`src/isgb_pkg.sv`:
```
package isgb_pkg;
  // clock and reference rates
  localparam int unsigned CLK_HZ      = 40_000_000;
  localparam int unsigned REF_HZ      = 10_000_000;
  localparam int unsigned REF_DIV     = CLK_HZ / REF_HZ;
  localparam int unsigned REF_DIV_W   = 3;
  // gate window, counted in reference ticks
  localparam int unsigned GATE_TIME_US   = 100_000;
  localparam int unsigned GATE_REF_TICKS = (REF_HZ / 1_000_000) * GATE_TIME_US;
  localparam int unsigned GATE_W         = 20;
  // calibration tap, half period in reference ticks
  localparam int unsigned CAL_HZ         = 1_000_000;
  localparam int unsigned CAL_HALF_TICKS = REF_HZ / CAL_HZ / 2;
  localparam int unsigned CAL_W          = 3;
  // presence timeout
  localparam int unsigned PRES_TIME_US   = 100;
  localparam int unsigned PRES_CYCLES    = (CLK_HZ / 1_000_000) * PRES_TIME_US;
  localparam int unsigned PRES_W         = 13;
  // register map
  localparam logic [7:0] ADR_CTRL   = 8'h00;
  localparam logic [7:0] ADR_STATUS = 8'h04;
  localparam logic [7:0] ADR_MAIN   = 8'h08;
  localparam logic [7:0] ADR_OFFSET = 8'h0C;
  localparam int unsigned CTRL_BLANK_DIS = 0;
  localparam logic [31:0] CTRL_RESET     = 32'h0000_0000;
  localparam int unsigned ST_MODE_DISP   = 0;
  localparam int unsigned ST_MIX_PRES    = 1;
  localparam int unsigned ST_TUNE_PRES   = 2;
  localparam int unsigned ST_BEAT_PRES   = 3;
  localparam int unsigned ST_CABLE       = 4;
  localparam int unsigned ST_GATE        = 5;
  localparam int unsigned ST_BLANK       = 6;
  localparam int unsigned ST_OVERRIDE    = 7;
  localparam int unsigned CNT_W          = 24;
  typedef enum logic [0:0] {
    ISGB_GATE_SHUT = 1'b0,
    ISGB_GATE_OPEN = 1'b1
  } isgb_gate_t;
endpackage : isgb_pkg

```
`src/isgb_divider.sv`:
```
`timescale 1ns/100ps
module isgb_divider #(
  parameter int unsigned LIMIT = 4,
  parameter int unsigned W     = 3
) (
  input  wire logic clk_i,
  input  wire logic rst_i,
  input  wire logic en_i,
  output logic      tick_o
);
  logic [W-1:0] cnt;

  always_ff @(posedge clk_i) begin
    if (rst_i) begin
      cnt    <= '0;
      tick_o <= 1'b0;
    end else begin
      tick_o <= 1'b0;
      if (en_i) begin
        if (cnt == W'(LIMIT - 1)) begin
          cnt    <= '0;
          tick_o <= 1'b1;
        end else begin
          cnt <= cnt + W'(1);
        end
      end
    end
  end
endmodule : isgb_divider

```
`src/isgb_input.sv`:
```
`timescale 1ns/100ps
module isgb_input (
  input  wire logic clk_i,
  input  wire logic rst_i,
  input  wire logic pin_i,
  output logic      level_o,
  output logic      pulse_o,
  output logic      present_o
);
  logic                         s1;
  logic                         s2;
  logic                         s3;
  logic [isgb_pkg::PRES_W-1:0]  idle;

  // s1 feeds s2 only
  always_ff @(posedge clk_i) begin
    if (rst_i) begin
      s1 <= 1'b0;
      s2 <= 1'b0;
      s3 <= 1'b0;
    end else begin
      s1 <= pin_i;
      s2 <= s1;
      s3 <= s2;
    end
  end

  // change taken once s2 and s3 agree
  always_ff @(posedge clk_i) begin
    if (rst_i) begin
      level_o <= 1'b0;
      pulse_o <= 1'b0;
    end else begin
      pulse_o <= 1'b0;
      if (s2 == s3) begin
        level_o <= s3;
        pulse_o <= s3 & ~level_o;
      end
    end
  end

  // present while edges keep arriving
  always_ff @(posedge clk_i) begin
    if (rst_i) begin
      idle      <= isgb_pkg::PRES_W'(isgb_pkg::PRES_CYCLES);
      present_o <= 1'b0;
    end else begin
      if (pulse_o) begin
        idle <= '0;
      end else if (idle != isgb_pkg::PRES_W'(isgb_pkg::PRES_CYCLES)) begin
        idle <= idle + isgb_pkg::PRES_W'(1);
      end
      present_o <= (idle != isgb_pkg::PRES_W'(isgb_pkg::PRES_CYCLES));
    end
  end
endmodule : isgb_input

```
`src/isgb_top.sv`:
```
`timescale 1ns/100ps
module isgb_top #(
  parameter int unsigned GATE_REF_TICKS = isgb_pkg::GATE_REF_TICKS
) (
  input  wire logic        clk_i,
  input  wire logic        rst_i,
  input  wire logic        wb_cyc_i,
  input  wire logic        wb_stb_i,
  input  wire logic        wb_we_i,
  input  wire logic [7:0]  wb_adr_i,
  input  wire logic [3:0]  wb_sel_i,
  input  wire logic [31:0] wb_dat_i,
  output logic      [31:0] wb_dat_o,
  output logic             wb_ack_o,
  input  wire logic        mode_display_i,
  input  wire logic        mix_osc_input_i,
  input  wire logic        measured_input_i,
  input  wire logic        tuning_osc_input_i,
  input  wire logic        beat_offset_input_i,
  input  wire logic        offset_mix_pulse_i,
  input  wire logic        cal_cable_i,
  input  wire logic        blank_override_switch_i,
  output logic             main_pulse_o,
  output logic             offset_pulse_o,
  output logic             gate_o,
  output logic             digit_wrap_nine_o,
  output logic             digit_zero_reset_o,
  output logic             cal_tap_o,
  output logic             display_off_n_o
);
  logic                          mode_disp;
  logic                          mix_pulse;
  logic                          mix_pres;
  logic                          meas_pulse;
  logic                          tune_pres;
  logic                          beat_pres;
  logic                          offs_pulse;
  logic                          cable;
  logic                          override_sw;
  logic                          ref_tick;
  logic                          gate_tick;
  logic                          cal_tick;
  isgb_pkg::isgb_gate_t          gate;
  logic                          cal_level;
  logic                          blank;
  logic                          blank_dis;
  logic [isgb_pkg::CNT_W-1:0]    main_cnt;
  logic [isgb_pkg::CNT_W-1:0]    offs_cnt;
  logic [isgb_pkg::CNT_W-1:0]    main_last;
  logic [isgb_pkg::CNT_W-1:0]    offs_last;
  logic                          absent;
  logic                          next_blank;
  logic                          sel_pulse;
  logic                          wb_hit;
  logic [31:0]                   next_rdata;

  isgb_input u_mode (
    .clk_i     (clk_i),
    .rst_i     (rst_i),
    .pin_i     (mode_display_i),
    .level_o   (mode_disp),
    .pulse_o   (),
    .present_o ()
  );

  isgb_input u_mix (
    .clk_i     (clk_i),
    .rst_i     (rst_i),
    .pin_i     (mix_osc_input_i),
    .level_o   (),
    .pulse_o   (mix_pulse),
    .present_o (mix_pres)
  );

  isgb_input u_meas (
    .clk_i     (clk_i),
    .rst_i     (rst_i),
    .pin_i     (measured_input_i),
    .level_o   (),
    .pulse_o   (meas_pulse),
    .present_o ()
  );

  isgb_input u_tune (
    .clk_i     (clk_i),
    .rst_i     (rst_i),
    .pin_i     (tuning_osc_input_i),
    .level_o   (),
    .pulse_o   (),
    .present_o (tune_pres)
  );

  isgb_input u_beat (
    .clk_i     (clk_i),
    .rst_i     (rst_i),
    .pin_i     (beat_offset_input_i),
    .level_o   (),
    .pulse_o   (),
    .present_o (beat_pres)
  );

  isgb_input u_offs (
    .clk_i     (clk_i),
    .rst_i     (rst_i),
    .pin_i     (offset_mix_pulse_i),
    .level_o   (),
    .pulse_o   (offs_pulse),
    .present_o ()
  );

  isgb_input u_cable (
    .clk_i     (clk_i),
    .rst_i     (rst_i),
    .pin_i     (cal_cable_i),
    .level_o   (cable),
    .pulse_o   (),
    .present_o ()
  );

  isgb_input u_ovr (
    .clk_i     (clk_i),
    .rst_i     (rst_i),
    .pin_i     (blank_override_switch_i),
    .level_o   (override_sw),
    .pulse_o   (),
    .present_o ()
  );

  // 10 MHz reference tick from the system clock
  isgb_divider #(
    .LIMIT (isgb_pkg::REF_DIV),
    .W     (isgb_pkg::REF_DIV_W)
  ) u_ref (
    .clk_i  (clk_i),
    .rst_i  (rst_i),
    .en_i   (1'b1),
    .tick_o (ref_tick)
  );

  isgb_divider #(
    .LIMIT (GATE_REF_TICKS),
    .W     (isgb_pkg::GATE_W)
  ) u_gate (
    .clk_i  (clk_i),
    .rst_i  (rst_i),
    .en_i   (ref_tick),
    .tick_o (gate_tick)
  );

  // divide by ten, half each level
  isgb_divider #(
    .LIMIT (isgb_pkg::CAL_HALF_TICKS),
    .W     (isgb_pkg::CAL_W)
  ) u_cal (
    .clk_i  (clk_i),
    .rst_i  (rst_i),
    .en_i   (ref_tick),
    .tick_o (cal_tick)
  );

  // gate alternates open and shut, equal halves
  always_ff @(posedge clk_i) begin
    if (rst_i) begin
      gate <= isgb_pkg::ISGB_GATE_SHUT;
    end else if (gate_tick) begin
      unique case (gate)
        isgb_pkg::ISGB_GATE_SHUT: gate <= isgb_pkg::ISGB_GATE_OPEN;
        isgb_pkg::ISGB_GATE_OPEN: gate <= isgb_pkg::ISGB_GATE_SHUT;
      endcase
    end
  end

  always_ff @(posedge clk_i) begin
    if (rst_i) begin
      gate_o <= 1'b0;
    end else begin
      gate_o <= (gate == isgb_pkg::ISGB_GATE_OPEN);
    end
  end

  always_comb begin
    sel_pulse = mode_disp ? mix_pulse : meas_pulse;
  end

  // pulses faster than a quarter clock are not resolved
  always_ff @(posedge clk_i) begin
    if (rst_i) begin
      main_pulse_o <= 1'b0;
    end else begin
      main_pulse_o <= (gate == isgb_pkg::ISGB_GATE_OPEN) & sel_pulse;
    end
  end

  always_ff @(posedge clk_i) begin
    if (rst_i) begin
      offset_pulse_o <= 1'b0;
    end else begin
      offset_pulse_o <= (gate == isgb_pkg::ISGB_GATE_OPEN) & mode_disp
                        & beat_pres & offs_pulse;
    end
  end

  // digit wrap mode follows display mode
  always_ff @(posedge clk_i) begin
    if (rst_i) begin
      digit_wrap_nine_o <= 1'b0;
    end else begin
      digit_wrap_nine_o <= mode_disp;
    end
  end

  // zero reset at gate opening, counter mode only
  always_ff @(posedge clk_i) begin
    if (rst_i) begin
      digit_zero_reset_o <= 1'b0;
    end else begin
      digit_zero_reset_o <= gate_tick & ~mode_disp
                            & (gate == isgb_pkg::ISGB_GATE_SHUT);
    end
  end

  always_ff @(posedge clk_i) begin
    if (rst_i) begin
      cal_level <= 1'b0;
    end else if (cal_tick) begin
      cal_level <= ~cal_level;
    end
  end

  always_ff @(posedge clk_i) begin
    if (rst_i) begin
      cal_tap_o <= 1'b0;
    end else begin
      cal_tap_o <= cable & cal_level;
    end
  end

  always_comb begin
    absent = ~mix_pres | ~tune_pres;
  end

  always_comb begin
    next_blank = absent & mode_disp & ~override_sw & ~blank_dis;
  end

  always_ff @(posedge clk_i) begin
    if (rst_i) begin
      blank           <= 1'b0;
      display_off_n_o <= 1'b1;
    end else begin
      blank           <= next_blank;
      display_off_n_o <= ~next_blank;
    end
  end

  // pulse tallies latched as each window shuts
  always_ff @(posedge clk_i) begin
    if (rst_i) begin
      main_cnt  <= '0;
      offs_cnt  <= '0;
      main_last <= '0;
      offs_last <= '0;
    end else if (gate_tick & (gate == isgb_pkg::ISGB_GATE_OPEN)) begin
      main_last <= main_cnt + isgb_pkg::CNT_W'(main_pulse_o);
      offs_last <= offs_cnt + isgb_pkg::CNT_W'(offset_pulse_o);
      main_cnt  <= '0;
      offs_cnt  <= '0;
    end else begin
      main_cnt <= main_cnt + isgb_pkg::CNT_W'(main_pulse_o);
      offs_cnt <= offs_cnt + isgb_pkg::CNT_W'(offset_pulse_o);
    end
  end

  // wishbone slave, ack one cycle after the strobe
  always_comb begin
    wb_hit = wb_cyc_i & wb_stb_i & ~wb_ack_o;
  end

  always_ff @(posedge clk_i) begin
    if (rst_i) begin
      blank_dis <= isgb_pkg::CTRL_RESET[isgb_pkg::CTRL_BLANK_DIS];
    end else if (wb_cyc_i & wb_stb_i & wb_ack_o & wb_we_i & wb_sel_i[0]
                 & (wb_adr_i == isgb_pkg::ADR_CTRL)) begin
      blank_dis <= wb_dat_i[isgb_pkg::CTRL_BLANK_DIS];
    end
  end

  always_comb begin
    next_rdata = 32'h0000_0000;
    unique case (wb_adr_i)
      isgb_pkg::ADR_CTRL: begin
        next_rdata[isgb_pkg::CTRL_BLANK_DIS] = blank_dis;
      end
      isgb_pkg::ADR_STATUS: begin
        next_rdata[isgb_pkg::ST_MODE_DISP] = mode_disp;
        next_rdata[isgb_pkg::ST_MIX_PRES]  = mix_pres;
        next_rdata[isgb_pkg::ST_TUNE_PRES] = tune_pres;
        next_rdata[isgb_pkg::ST_BEAT_PRES] = beat_pres;
        next_rdata[isgb_pkg::ST_CABLE]     = cable;
        next_rdata[isgb_pkg::ST_GATE]      = gate_o;
        next_rdata[isgb_pkg::ST_BLANK]     = blank;
        next_rdata[isgb_pkg::ST_OVERRIDE]  = override_sw;
      end
      isgb_pkg::ADR_MAIN: begin
        next_rdata[isgb_pkg::CNT_W-1:0] = main_last;
      end
      isgb_pkg::ADR_OFFSET: begin
        next_rdata[isgb_pkg::CNT_W-1:0] = offs_last;
      end
      default: begin
        next_rdata = 32'h0000_0000;
      end
    endcase
  end

  // unmapped addresses still ack, reading zero
  always_ff @(posedge clk_i) begin
    if (rst_i) begin
      wb_ack_o <= 1'b0;
      wb_dat_o <= 32'h0000_0000;
    end else begin
      wb_ack_o <= wb_hit;
      if (wb_hit & ~wb_we_i) begin
        wb_dat_o <= next_rdata;
      end
    end
  end
endmodule : isgb_top

```
`config.mk`:
```
export PLATFORM = sky130hd
export DESIGN_NAME = isgb_top
export DESIGN_NICKNAME = d
export VERILOG_FILES = /design/src/isgb_pkg.sv /design/src/isgb_divider.sv /design/src/isgb_input.sv /design/src/isgb_top.sv
export SDC_FILE = /design/constraint.sdc
export NUM_CORES = 1
export LEC_CHECK = 0
export ABC_AREA = 1
export BUFFER_PORTS_ARGS = -buffer_cell sky130_fd_sc_hd__buf_2
export CORE_UTILIZATION = 40
export CTS_CLUSTER_DIAMETER = 80
export DETAILED_ROUTE_END_ITERATION = 16
export PLACE_DENSITY = 0.62
export SYNTH_ARGS = -nofsm -noshare
export SYNTH_HDL_FRONTEND = slang
export SYNTH_SLANG_ARGS = --single-unit
```
`constraint.sdc`:
```
create_clock -name clk_i -period 2.8 [get_ports clk_i]
set_input_delay 0.7 -clock clk_i [delete_from_list [all_inputs] [get_ports clk_i]]
set_output_delay 0.7 -clock clk_i [all_outputs]
set_load 0.005 [all_outputs]
```
; After elaboration in Yosys (flattened, before gate mapping)
; Index checks and enable logic that the tools add are counted.
[totals]
register_bits = 240
inputBits = 57
output_inout_bits = 40
elab_cells = 170
[classes]
add_sub_neg = 8
n_eq_ne = 17
n_mux = 16
bitwise = 45
reduce_logical = 15
[ops]
columns = cell, count
row1 = $mux 12, 6
row2 = $add 24x1->24, 2
row3 = $add 13x1->13 const B, 3
row4 = $ne 13x12->1 const B, 3
row5 = $pmux 16 s2, 1
row6 = $and 1x1->1, 23
row7 = $reduce_or 2->1, 11
row8 = $not 1->1, 21
row9 = $pmux 7 s3, 1
row10 = $add 20x1->20 const B, 1
row11 = $eq 20x20->1 const B, 1
row12 = $mux 20, 1
row13 = $eq 8x4->1 const B, 2
row14 = $eq 1x1->1, 8
row15 = $eq 8x3->1 const B, 1
row16 = $logic_not 8->1, 1
row17 = $add 3x1->3 const B, 2
row18 = $reduce_bool 2->1, 3
row19 = $mux 1, 4
row20 = $pmux 1 s4, 1
row21 = $eq 3x2->1 const B, 1
row22 = $eq 3x3->1 const B, 1
row23 = $mux 3, 1
row24 = $pmux 1 s2, 1
row25 = $or 1x1->1, 1

; Depth between registers and ports, before layout
; Gate-level depths: netlist (run 1).
[depth]
word_depth = 6
mapped_depth = 11
ltp_nobuf = 11

; By module
; From an unflattened synthesis (run 1), not the netlist that was laid out.
[hier_totals]
cells_unflattened = 1983
hier_area_um2 = 14681.6
[modules_own_cells]
columns = mod, instances, cells_per_inst, area_per_inst_um2, seq_area_each_um2
row1 = isgb_input, 8, 124, 922.1, 380.4
row2 = isgb_top, 1, 762, 5748.0, 2642.5
row3 = isgb_divider at u_gate, 1, 182, 1197.4, 420.4
row4 = isgb_divider at u_cal, 1, 27, 198.9, 80.1
row5 = isgb_divider at u_ref, 1, 20, 160.2, 80.1

; Worst setup path before layout (run 1)
; Ideal clock, no wire load.
[synth_timing]
path_type = input to register
start = input rst_i
end = register u_beat.idle[8] (netlist name)
setup_ns = 0.138
t_arrival_ns = 1.454
required_ns = 2.662
setup_slack_ns = 1.208
stages = 5
path_buffers = 3
cell_sequence = buf_2 inv_1 buf_2 clkbuf_1 o21ai_0
[synth_lines]
columns = item, line
row1 = from (decl), isgb_top.sv:6  ; input wire logic rst_i,
row2 = to (signal assigned), isgb_input.sv:45  ; idle <= isgb_pkg::PRES_W'(isgb_pkg::PRES_CYCLES);
row3 = to (signal assigned), isgb_input.sv:51  ; idle <= idle + isgb_pkg::PRES_W'(1);
row4 = to (decl), isgb_input.sv:13  ; logic [isgb_pkg::PRES_W-1:0] idle;
; No word-level cell between the ends.

; Final worst setup path (run 1)
[layout_timing]
start = register main_pulse_o
end = register main_last[14] (netlist name)
[layout_via]
elab_chain_cells = 1
[layout_lines]
columns = item, line
row1 = from (decl), isgb_top.sv:23  ; output logic main_pulse_o,
row2 = from (signal assigned), isgb_top.sv:190  ; main_pulse_o <= (gate == isgb_pkg::ISGB_GATE_OPEN) & sel_pulse;
row3 = $add 24x1->24, isgb_top.sv:264  ; main_last <= main_cnt + isgb_pkg::CNT_W'(main_pulse_o);
row4 = to (signal assigned), isgb_top.sv:264
row5 = to (decl), isgb_top.sv:49  ; logic [isgb_pkg::CNT_W-1:0] main_last;
; Every way passes these cells.
; A chain may end at the register's enable or synchronous reset.

==> results of run 1 <==
## state kept, by name (all words and copies together), names as in the netlist, 3 cells and up
signal       cells
main_cnt        24
main_last       24
offs_cnt        24
offs_last       24
u_beat.idle     13
u_cal.cnt        3
u_gate.cnt      20
u_mix.idle      13
u_ref.cnt        3
u_tune.idle     13
wb_dat_o        24
## worst max-delay path: stages, from the launching register on
cell	delay, ns
sky130_fd_sc_hd__dfxtp_1	0.39
sky130_fd_sc_hd__ha_1	0.23
sky130_fd_sc_hd__ha_1	0.22
sky130_fd_sc_hd__nand3_2	0.14
sky130_fd_sc_hd__nor2_2	0.25
sky130_fd_sc_hd__inv_1	0.07
sky130_fd_sc_hd__o21ai_1	0.15
sky130_fd_sc_hd__nand2_1	0.10
sky130_fd_sc_hd__nand2_1	0.06
sky130_fd_sc_hd__o21ai_0	0.10
## synth_stat cells, types with 5 or more instances
library cell               instances
sky130_fd_sc_hd__buf_2            27
sky130_fd_sc_hd__nand2_1         331
sky130_fd_sc_hd__dfxtp_1         240
sky130_fd_sc_hd__xor2_1           20
sky130_fd_sc_hd__nor2_2           11
sky130_fd_sc_hd__nand3b_1         10
sky130_fd_sc_hd__o21ai_1           9
sky130_fd_sc_hd__nor2_1          207
sky130_fd_sc_hd__nand3_2           5
sky130_fd_sc_hd__nand4_1          25
sky130_fd_sc_hd__ha_1             15
sky130_fd_sc_hd__o211ai_1         12
sky130_fd_sc_hd__nor3_2            5
sky130_fd_sc_hd__nor3_1           22
sky130_fd_sc_hd__buf_4            12
sky130_fd_sc_hd__inv_1           179
sky130_fd_sc_hd__and2_1            7
sky130_fd_sc_hd__a21oi_1          63
sky130_fd_sc_hd__xnor2_1          10
sky130_fd_sc_hd__clkbuf_1          6
sky130_fd_sc_hd__nor2_4            9
sky130_fd_sc_hd__o21ai_0          75
sky130_fd_sc_hd__nand3_1         122
sky130_fd_sc_hd__inv_2             5
## cell families (layout without fill, tap and decap cells)
logic type / count (synthesis) / in the layout
fa+ha+maj: 15 / 15
compound gates: 167 / 167
xor+xnor: 31 / 31
flops: 240 / 240
simple gates: 769 / 769
buf+inv: 231 / 294
other cells: 1 / 8
## power groups by stage
| stage | Sequential, mW | Clock, mW | Combinational [mW] |
|---|---|---|---|
| final | 3.54 | 3.57 | 0.319 |
| after detailed placement | 3.61 | 0 | 0.323 |
| after global routing | 3.55 | 3.78 | 0.379 |
| after floorplan | 3.60 | 0 | 0.240 |
| after global placement | 3.61 | 0 | 0.316 |
| after CTS | 3.54 | 3.65 | 0.325 |
## cell type report
| class | count | area (um2) |
|---|---|---|
| clock inverters | 10 | 164 |
| clock buffers | 34 | 731 |
| well taps | 330 | 413 |
| multi-input cells | 990 | 4780 |
| fillers | 2586 | 13500 |
| repair buffers | 66 | 373 |
| flip-flops and latches | 240 | 4800 |
| inverters | 184 | 691 |
## per-layer routing
metal,track usage [%],routed length (um),vias up
li1,-,-,4734
met1,23.8,11400,3982
met2,30.3,10500,153
met3,2.78,1010,28
met4,3.96,393,0
met5,0,0,-
## worst max path at each step
stage | startpoint | end | slack, ns | cells past startpoint
global route | main_pulse_o$_SDFF_PP0_ | main_last[14]$_SDFFE_PP0P_ | 0.72 | 9
floorplan | rst_i | u_beat.idle[8]$_SDFFE_PP1P_ | 1.21 | 5
finish | main_pulse_o$_SDFF_PP0_ | main_last[14]$_SDFFE_PP0P_ | 0.94 | 9
global placement | rst_i | main_last[17]$_SDFFE_PP0P_ | 0.60 | 6
detailed placement | rst_i | main_last[10]$_SDFFE_PP0P_ | 0.59 | 6
CTS | main_pulse_o$_SDFF_PP0_ | main_last[14]$_SDFFE_PP0P_ | 0.91 | 9
## through the flow
stage	cell area (um2)	power, mW	cells	util (%)
finish	12000	7.43	1854	46.9
global route	12000	7.71	1854	46.9
CTS	12000	7.51	1854	46.9
detailed placement	11100	3.94	1810	43.4
global placement	11100	3.93	1810	43.4
floorplan	10500	3.84	1461	-
==> summary by stage, run 1 <==
Power and ir drop
The relative contribution of sequential cells to total power is between 40% and 50%. Cell internal power was estimated by the tool at around 5.8 mW. The share of total power dissipated in combinational logic is 4.3%. VDD sags by at most 0.000403 V. Net switching is between 20 and 25% of the power. The power density over the cells is 622 nW/um2. The clock network is responsible for between 40% and 50% of the overall power. Summed over all nets, the switching power comes to 1.63 mW.

The static leakage is 4.98 nW.

Synthesis
The synthesized netlist devotes 32.3% of its cell area to simple gates. Counting flops with a built-in enable in the synthesized netlist gives 0. The largest family of logic cells by synthesized area is simple AND/OR/NAND/NOR gates. In the synthesized netlist the dominant register cell turns out to be sky130_fd_sc_hd__dfxtp_1.

The number of distinct library cells after synthesis is 38. The number of warnings issued by yosys is 0. The synthesized netlist devotes under 10% of its cell area to compound gates. The area share of the largest cell type after synthesis is 45.8%. The average footprint of a synthesized cell is just over 7 um2.

Sequential elements use around 46% of the synthesized area. The biggest area consumer among synthesized cells is sky130_fd_sc_hd__dfxtp_1. Synthesis produced a netlist whose cell count is between 1,000 and 1,500.

The share of synthesized registers carrying an async set or reset is 0%. After synthesis, the share of cell area in mux cells is 0%. The flip-flop and latch count after synthesis is 240.

The cell area after synthesis is ~10,000 um2. The adder-cell share of the synthesized area is 1.79%. The synthesized netlist devotes between 2 and 3% of its cell area to XOR and XNOR gates. Sorting the synthesized cells by area gives the leading types as sky130_fd_sc_hd__dfxtp_1 (46%), sky130_fd_sc_hd__nand2_1 (12%), sky130_fd_sc_hd__nor2_1 (7.4%).

Drt
The number of iterations in the first detailed-routing pass is 5. The detail-routed net length per standard cell is 12.6 um. After detailed routing, the number of remaining DRC violations is 0. The final wirelength is approximately 23,000 um.

In this run the remaining antenna-violating nets after routing total 0. For this block, the initial DRC count from the detailed router was approximately 520. The detail-routed via count per cell is roughly 4.8. The number of vias in the routed layout is a little under 9,000.

CTS
The clock tree root buffer cell is sky130_fd_sc_hd__clkbuf_16. The clock sink total is between 200 and 250. Clock-pin slew was measured on the worst setup and hold paths at around 0.060 ns. The hold buffer count at CTS is 0. Buffers inserted during clock tree synthesis total 26.

The CTS tree is done. The quantity of gates resized following cts is 0. In this run the post-CTS setup repair buffer count came out at 0. The CTS H-tree depth is 1. The clock network latency to the later pin of the worst-skew pair is approximately 0.53 ns. Counting along the longest clock path gives a buffer depth of 3.

Final layout
In the layout the commonest cells are sky130_fd_sc_hd__nand2_1 (330), sky130_fd_sc_hd__dfxtp_1 (240), sky130_fd_sc_hd__nor2_1 (207). The final antenna diode count is 0. Leaving out fill and tap cells, the most frequent cell in the layout is sky130_fd_sc_hd__nand2_1. The final layout contains 1,580 nets. Relative to the synthesized area, the layout overhead comes to 13.9%. The ratio of cells with drive above 1 in the final layout is around a tenth.

Die
The starting density of the core is 41.2%. The standard-cell row count is between 50 and 60. The core area is about 25,000 um2. In this run the horizontal extent of the chip is ~160 um. The area of the die is 26,900 um2. just under 100 I/O pins were placed.

The y dimension of the die is between 150 and 200 um.

Timing
Clock skew on the completed layout was measured at ~0.016 ns. Dividing the final minimum period by the clock period gives 66.3%. The worst path meets setup with 0.943 ns of slack. The measured slew at the worst slew-check pin is between 0.9 and 1 ns. Setup violations remaining at the end of the flow were counted as 0. The final-report hold violation count came to 0. The final-layout setup total negative slack is 0 ns. The final number of max-transition violations is 0. On the final layout, the worst hold slack is 0.369 ns.

Setup repair after global routing left no endpoint under its margin. In this run the tightest slew margin relative to its limit is 37.6%. For this run, the top clock speed supported by timing is about 0.54 GHz.

The routed design could run at a clock period as short as roughly 1.9 ns.

Placed design
Buffers placed on the I/O ports in this run total 54. At the placement stage, the worst setup path has a slack of between 0.5 and 0.6 ns. The final weighted congestion in routability-driven placement is 0.855. The HPWL reported at the end of detailed placement is ~16,000 um.

Critical path
The data arrival at the endpoint of the critical path is 2.23 ns. STA classifies the critical path endpoint as a flip-flop. The highest net fanout along the worst path is 5.

The worst register-to-register path has a setup slack of between 0.9 and 1 ns. STA classifies the critical path startpoint as a flip-flop. The class of the most critical setup path is reg2reg. The endpoint identified for the worst register-to-register timing path is main_last[14]$_SDFFE_PP0P_.

The number of cells on the worst reg-to-reg path is 9. The critical register-to-register path startpoint is main_pulse_o$_SDFF_PP0_. The data required time of the worst path is about 3.2 ns.

Run status
The run finished with clean final reports.

GRT
The all-layer global routing usage is 17.9%. The first global-routing pass estimated 39,500 um of wire. The initial antenna violation count is 0. The largest net degree at the start of global routing is 54. The overall overflow remaining after global route is 0. The via count of the first global-routing pass was about 8,300.

Worst hold path
For hold timing, the worst endpoint is u_cable.s1$_SDFF_PP0_. Along the worst hold path, the cell count comes to 3. The worst min-delay path class is in2reg. The launch point of the worst hold path is cal_cable_i.

Run
Across the run, the number of max-cap violations was 0.
Power figures use the tool's default switching activity.
==> inputs of run 2 (changes only) <==
Settings changed: PLACE_DENSITY 0.62 to 0.65.
Clock period 2.8 ns to 1.5 ns, I/O delays scaled along.
==> run 2 against run 1 <==
Net effect: cell count grew 3.6%; non-clock buffer count grew 67; combinational power increased by 110%; sequential power is 86% higher; setup slack worse by 0.94 ns; sequential share of layout area fell by 2.6 points; first-iteration DRC count down 12%; critical path depth grew 2.
==> summary by stage, run 2 (synthesis gave the netlist of run 1 again) <==
Timing
The peak clock frequency supported by timing is 0.668 GHz (+24%). The final count of negative-setup-slack endpoints is 0 (unchanged). The worst clock skew on the final layout was 0.0121 ns (-0.00422 ns). The final number of max-transition violations is 0 (unchanged).

The final critical-path required period is 1.50 ns (-0.360 ns). The final-report hold violation count is 0 (unchanged). The final-layout setup total negative slack is 0 ns (unchanged).

The final period utilization is 99.8% (+33 points). Setup repair after global routing could not meet its margin everywhere.

CTS
The clock network latency to the later pin of the worst-skew pair came to 0.52 ns (about the same). The cell sitting at the root of the clock tree is a sky130_fd_sc_hd__clkbuf_16. TritonCTS built the clock tree. The maximum clock insertion buffer count is 3 (unchanged). The CTS H-tree depth was 1 (unchanged).

The clock sink total is 240 (unchanged). The clock-pin slew of the registers on the worst-case setup and hold paths came to 0.06 ns (about the same). The number of clock buffers inserted by TritonCTS came to 25 (-3.8%).

GRT
The initial antenna violation count came to 0 (unchanged). The overall overflow remaining after global route is 0 (unchanged). The largest net degree at the start of global routing is 35 (-35%). The via count of the first global-routing pass is 8,558 (+2.6%).

The all-layer global routing usage is 17.8% (-0.089 points). The wire length of the first global-routing pass came to 39,400 um (-0.21%).

Run
The number of max-cap violations came to 0 (unchanged).

Die
The number of placed I/O pins is 97 (unchanged). The area of the die is 26,900 um2 (unchanged). The core area is 25,500 um2 (unchanged).

The die extent in x was 164 um (unchanged). The standard-cell row count was 58 (unchanged). The y dimension of the die came to 164 um (unchanged). The starting density of the core is 41.2% (unchanged).

Power and ir drop
The clock network fraction of total power is 47.2% (-0.9 points). The power consumption is 13.7 mW (+85%). The relative contribution of combinational cells to total power came to 4.8% (+0.5 points).

The relative contribution of sequential cells to total power came to 48.0% (+0.4 points). The power density over the cells is 1070 nW/um2 (+72%). The static leakage was 5.39 nW (+8.2%). The design internal power came to 10.8 mW (+86%). The maximum vdd ir drop was 0.000993 V (+150%). The net switching fraction of the power is 21.8% (-0.25 points). The total net switching power was 2.99 mW (+83%).

Worst hold path
The number of stages on the worst hold path came to 3 (unchanged). The worst min-delay path class is in2reg. The worst hold path terminates at u_mix.s1$_SDFF_PP0_. In this run the most critical hold path is launched from mix_osc_input_i.

Critical path
The reg2reg setup slack was 0.004 ns (-0.94 ns). The class of the most critical setup path is reg2reg. The category of the worst setup path capture point is a flip-flop. The critical register-to-register path startpoint is main_pulse_o$_SDFF_PP0_. The data required time of the worst path is 1.91 ns (-1.26 ns). The number of cells on the worst reg-to-reg path is 11 (+2). The worst setup path is launched from a flip-flop. The reg-to-reg critical path endpoint is main_last[18]$_SDFFE_PP0P_.

The data arrival at the endpoint of the critical path is 1.91 ns (-0.32 ns). The highest net fanout along the worst path is 3 (-2).

Drt
The number of design rule violations left after detail routing came to 0 (unchanged). The DRC marker count from the first detailed-route iteration is 462 (-12%). The number of vias in the routed layout came to 9,236 (+3.8%). The final wirelength is 23,800 um (+1.9%). The number of iterations in the first detailed-routing pass is 6 (+1). The detail-routed via count per cell is 4.81 (+0.19%). The detail-routed net length per standard cell was 12.4 um (-1.7%). The residual antenna-violating net count after detailed routing is 0 (unchanged).

Final layout
The count of filler cells inserted in the layout is 2,451 (-5.2%). Leaving out fill and tap cells, the most frequent cells in the layout are sky130_fd_sc_hd__nand2_1 (321), sky130_fd_sc_hd__dfxtp_1 (228), sky130_fd_sc_hd__nor2_1 (192). The final antenna diode count is 0 (unchanged). The final net count was 1,646 (+4.2%).

The area added between synthesis and finish is 22.2%. The final standard cell count with taps included and fillers excluded was 1,921 (+3.6%). The library cell used most frequently in the layout, excluding fill and tap cells, is sky130_fd_sc_hd__nand2_1.

The ratio of cells with drive above 1 in the final layout came to 17.7% (+7.7 points).

Placed design
The total instance count after detailed placement is 1,867 (+3.1%). The HPWL reported at the end of detailed placement is 17,300 um (+5.2%). The quantity of I/O buffers inserted on ports was 54 (unchanged). The final weighted congestion in routability-driven placement is 0.898 (+5.0%).

Run status
The run finished with clean final reports.
[run 2: per-layer routing]
metal | share of wire [%] | track usage, % | up-vias
li1 | - | - | 4855
met1 | 47 | 23.0 | 4199
met2 | 48 | 31.0 | 147
met3 | 2.9 | 2.25 | 35
met4 | 2.2 | 4.80 | 0
met5 | 0 | 0 | -
[run 2: worst max-delay path by stage]
stage	start	end	slack [ns]	cells past startpoint
final	main_pulse_o$_SDFF_PP0_	main_last[18]$_SDFFE_PP0P_	0.004	11
after floorplan	offset_pulse_o$_SDFF_PP0_	offs_last[22]$_SDFFE_PP0P_	0.004	11
after global routing	offset_pulse_o$_SDFF_PP0_	offs_last[16]$_SDFFE_PP0P_	-0.12	9
after global placement	offset_pulse_o$_SDFF_PP0_	offs_last[22]$_SDFFE_PP0P_	-0.12	11
after CTS	offset_pulse_o$_SDFF_PP0_	offset_pulse_o	-0.006	2
after detailed placement	offset_pulse_o$_SDFF_PP0_	offs_last[12]$_SDFFE_PP0P_	-0.14	9
[run 2: power by group through the flow]
stage	registers (mW)	logic, mW	clock network, mW
2_1_floorplan	6.72	0.448	0
3_3_place_gp	6.74	0.640	0
3_5_place_dp	6.74	0.654	0
4_1_cts	6.60	0.659	6.64
5_1_grt	6.61	0.752	6.92
6_report	6.60	0.657	6.49
[run 2: area by class of cell]
| cell class | count | area, um2 | area share (%) |
|---|---|---|---|
| clock buffer | 32 | 702 | 5.47 |
| clock inverter | 12 | 173 | 1.35 |
| inverter | 184 | 693 | 5.41 |
| multi-input combinational | 990 | 5060 | 39.5 |
| sequential | 240 | 4820 | 37.6 |
| tap | 330 | 413 | 3.22 |
| timing repair buffer | 133 | 952 | 7.43 |
[run 2: through the flow]
stage | util [%] | hold WS, ns | worst slack [ns] | instance area (um2)
after CTS | 49.2 | 0.0524 | -0.00603 | 12500
after global placement | 45.3 | 0.391 | -0.120 | 11500
after floorplan | - | 0.388 | 0.00383 | 10500
after global routing | 50.3 | 0.0619 | -0.120 | 12800
final | 50.3 | 0.0641 | 0.00360 | 12800
after detailed placement | 45.3 | 0.395 | -0.138 | 11500
[run 2: critical path, cell delays in order (launching register included)]
cell and delay, ns:
sky130_fd_sc_hd__dfxtp_4 0.36, sky130_fd_sc_hd__ha_4 0.14, sky130_fd_sc_hd__ha_4 0.14, sky130_fd_sc_hd__nand3_4 0.11
sky130_fd_sc_hd__inv_4 0.09, sky130_fd_sc_hd__nand2_4 0.07, sky130_fd_sc_hd__nor2_4 0.17, sky130_fd_sc_hd__nand3_2 0.08
sky130_fd_sc_hd__nand2_2 0.07, sky130_fd_sc_hd__nand2_1 0.05, sky130_fd_sc_hd__nand2_1 0.06, sky130_fd_sc_hd__nand2_1 0.05
[run 2: repair_timing]
action,CTS,global route
setup buffers,5,6
hold buffers,0,0
pin swaps,7,32
setup endpoints to repair,34,72
gates resized for setup,19,76
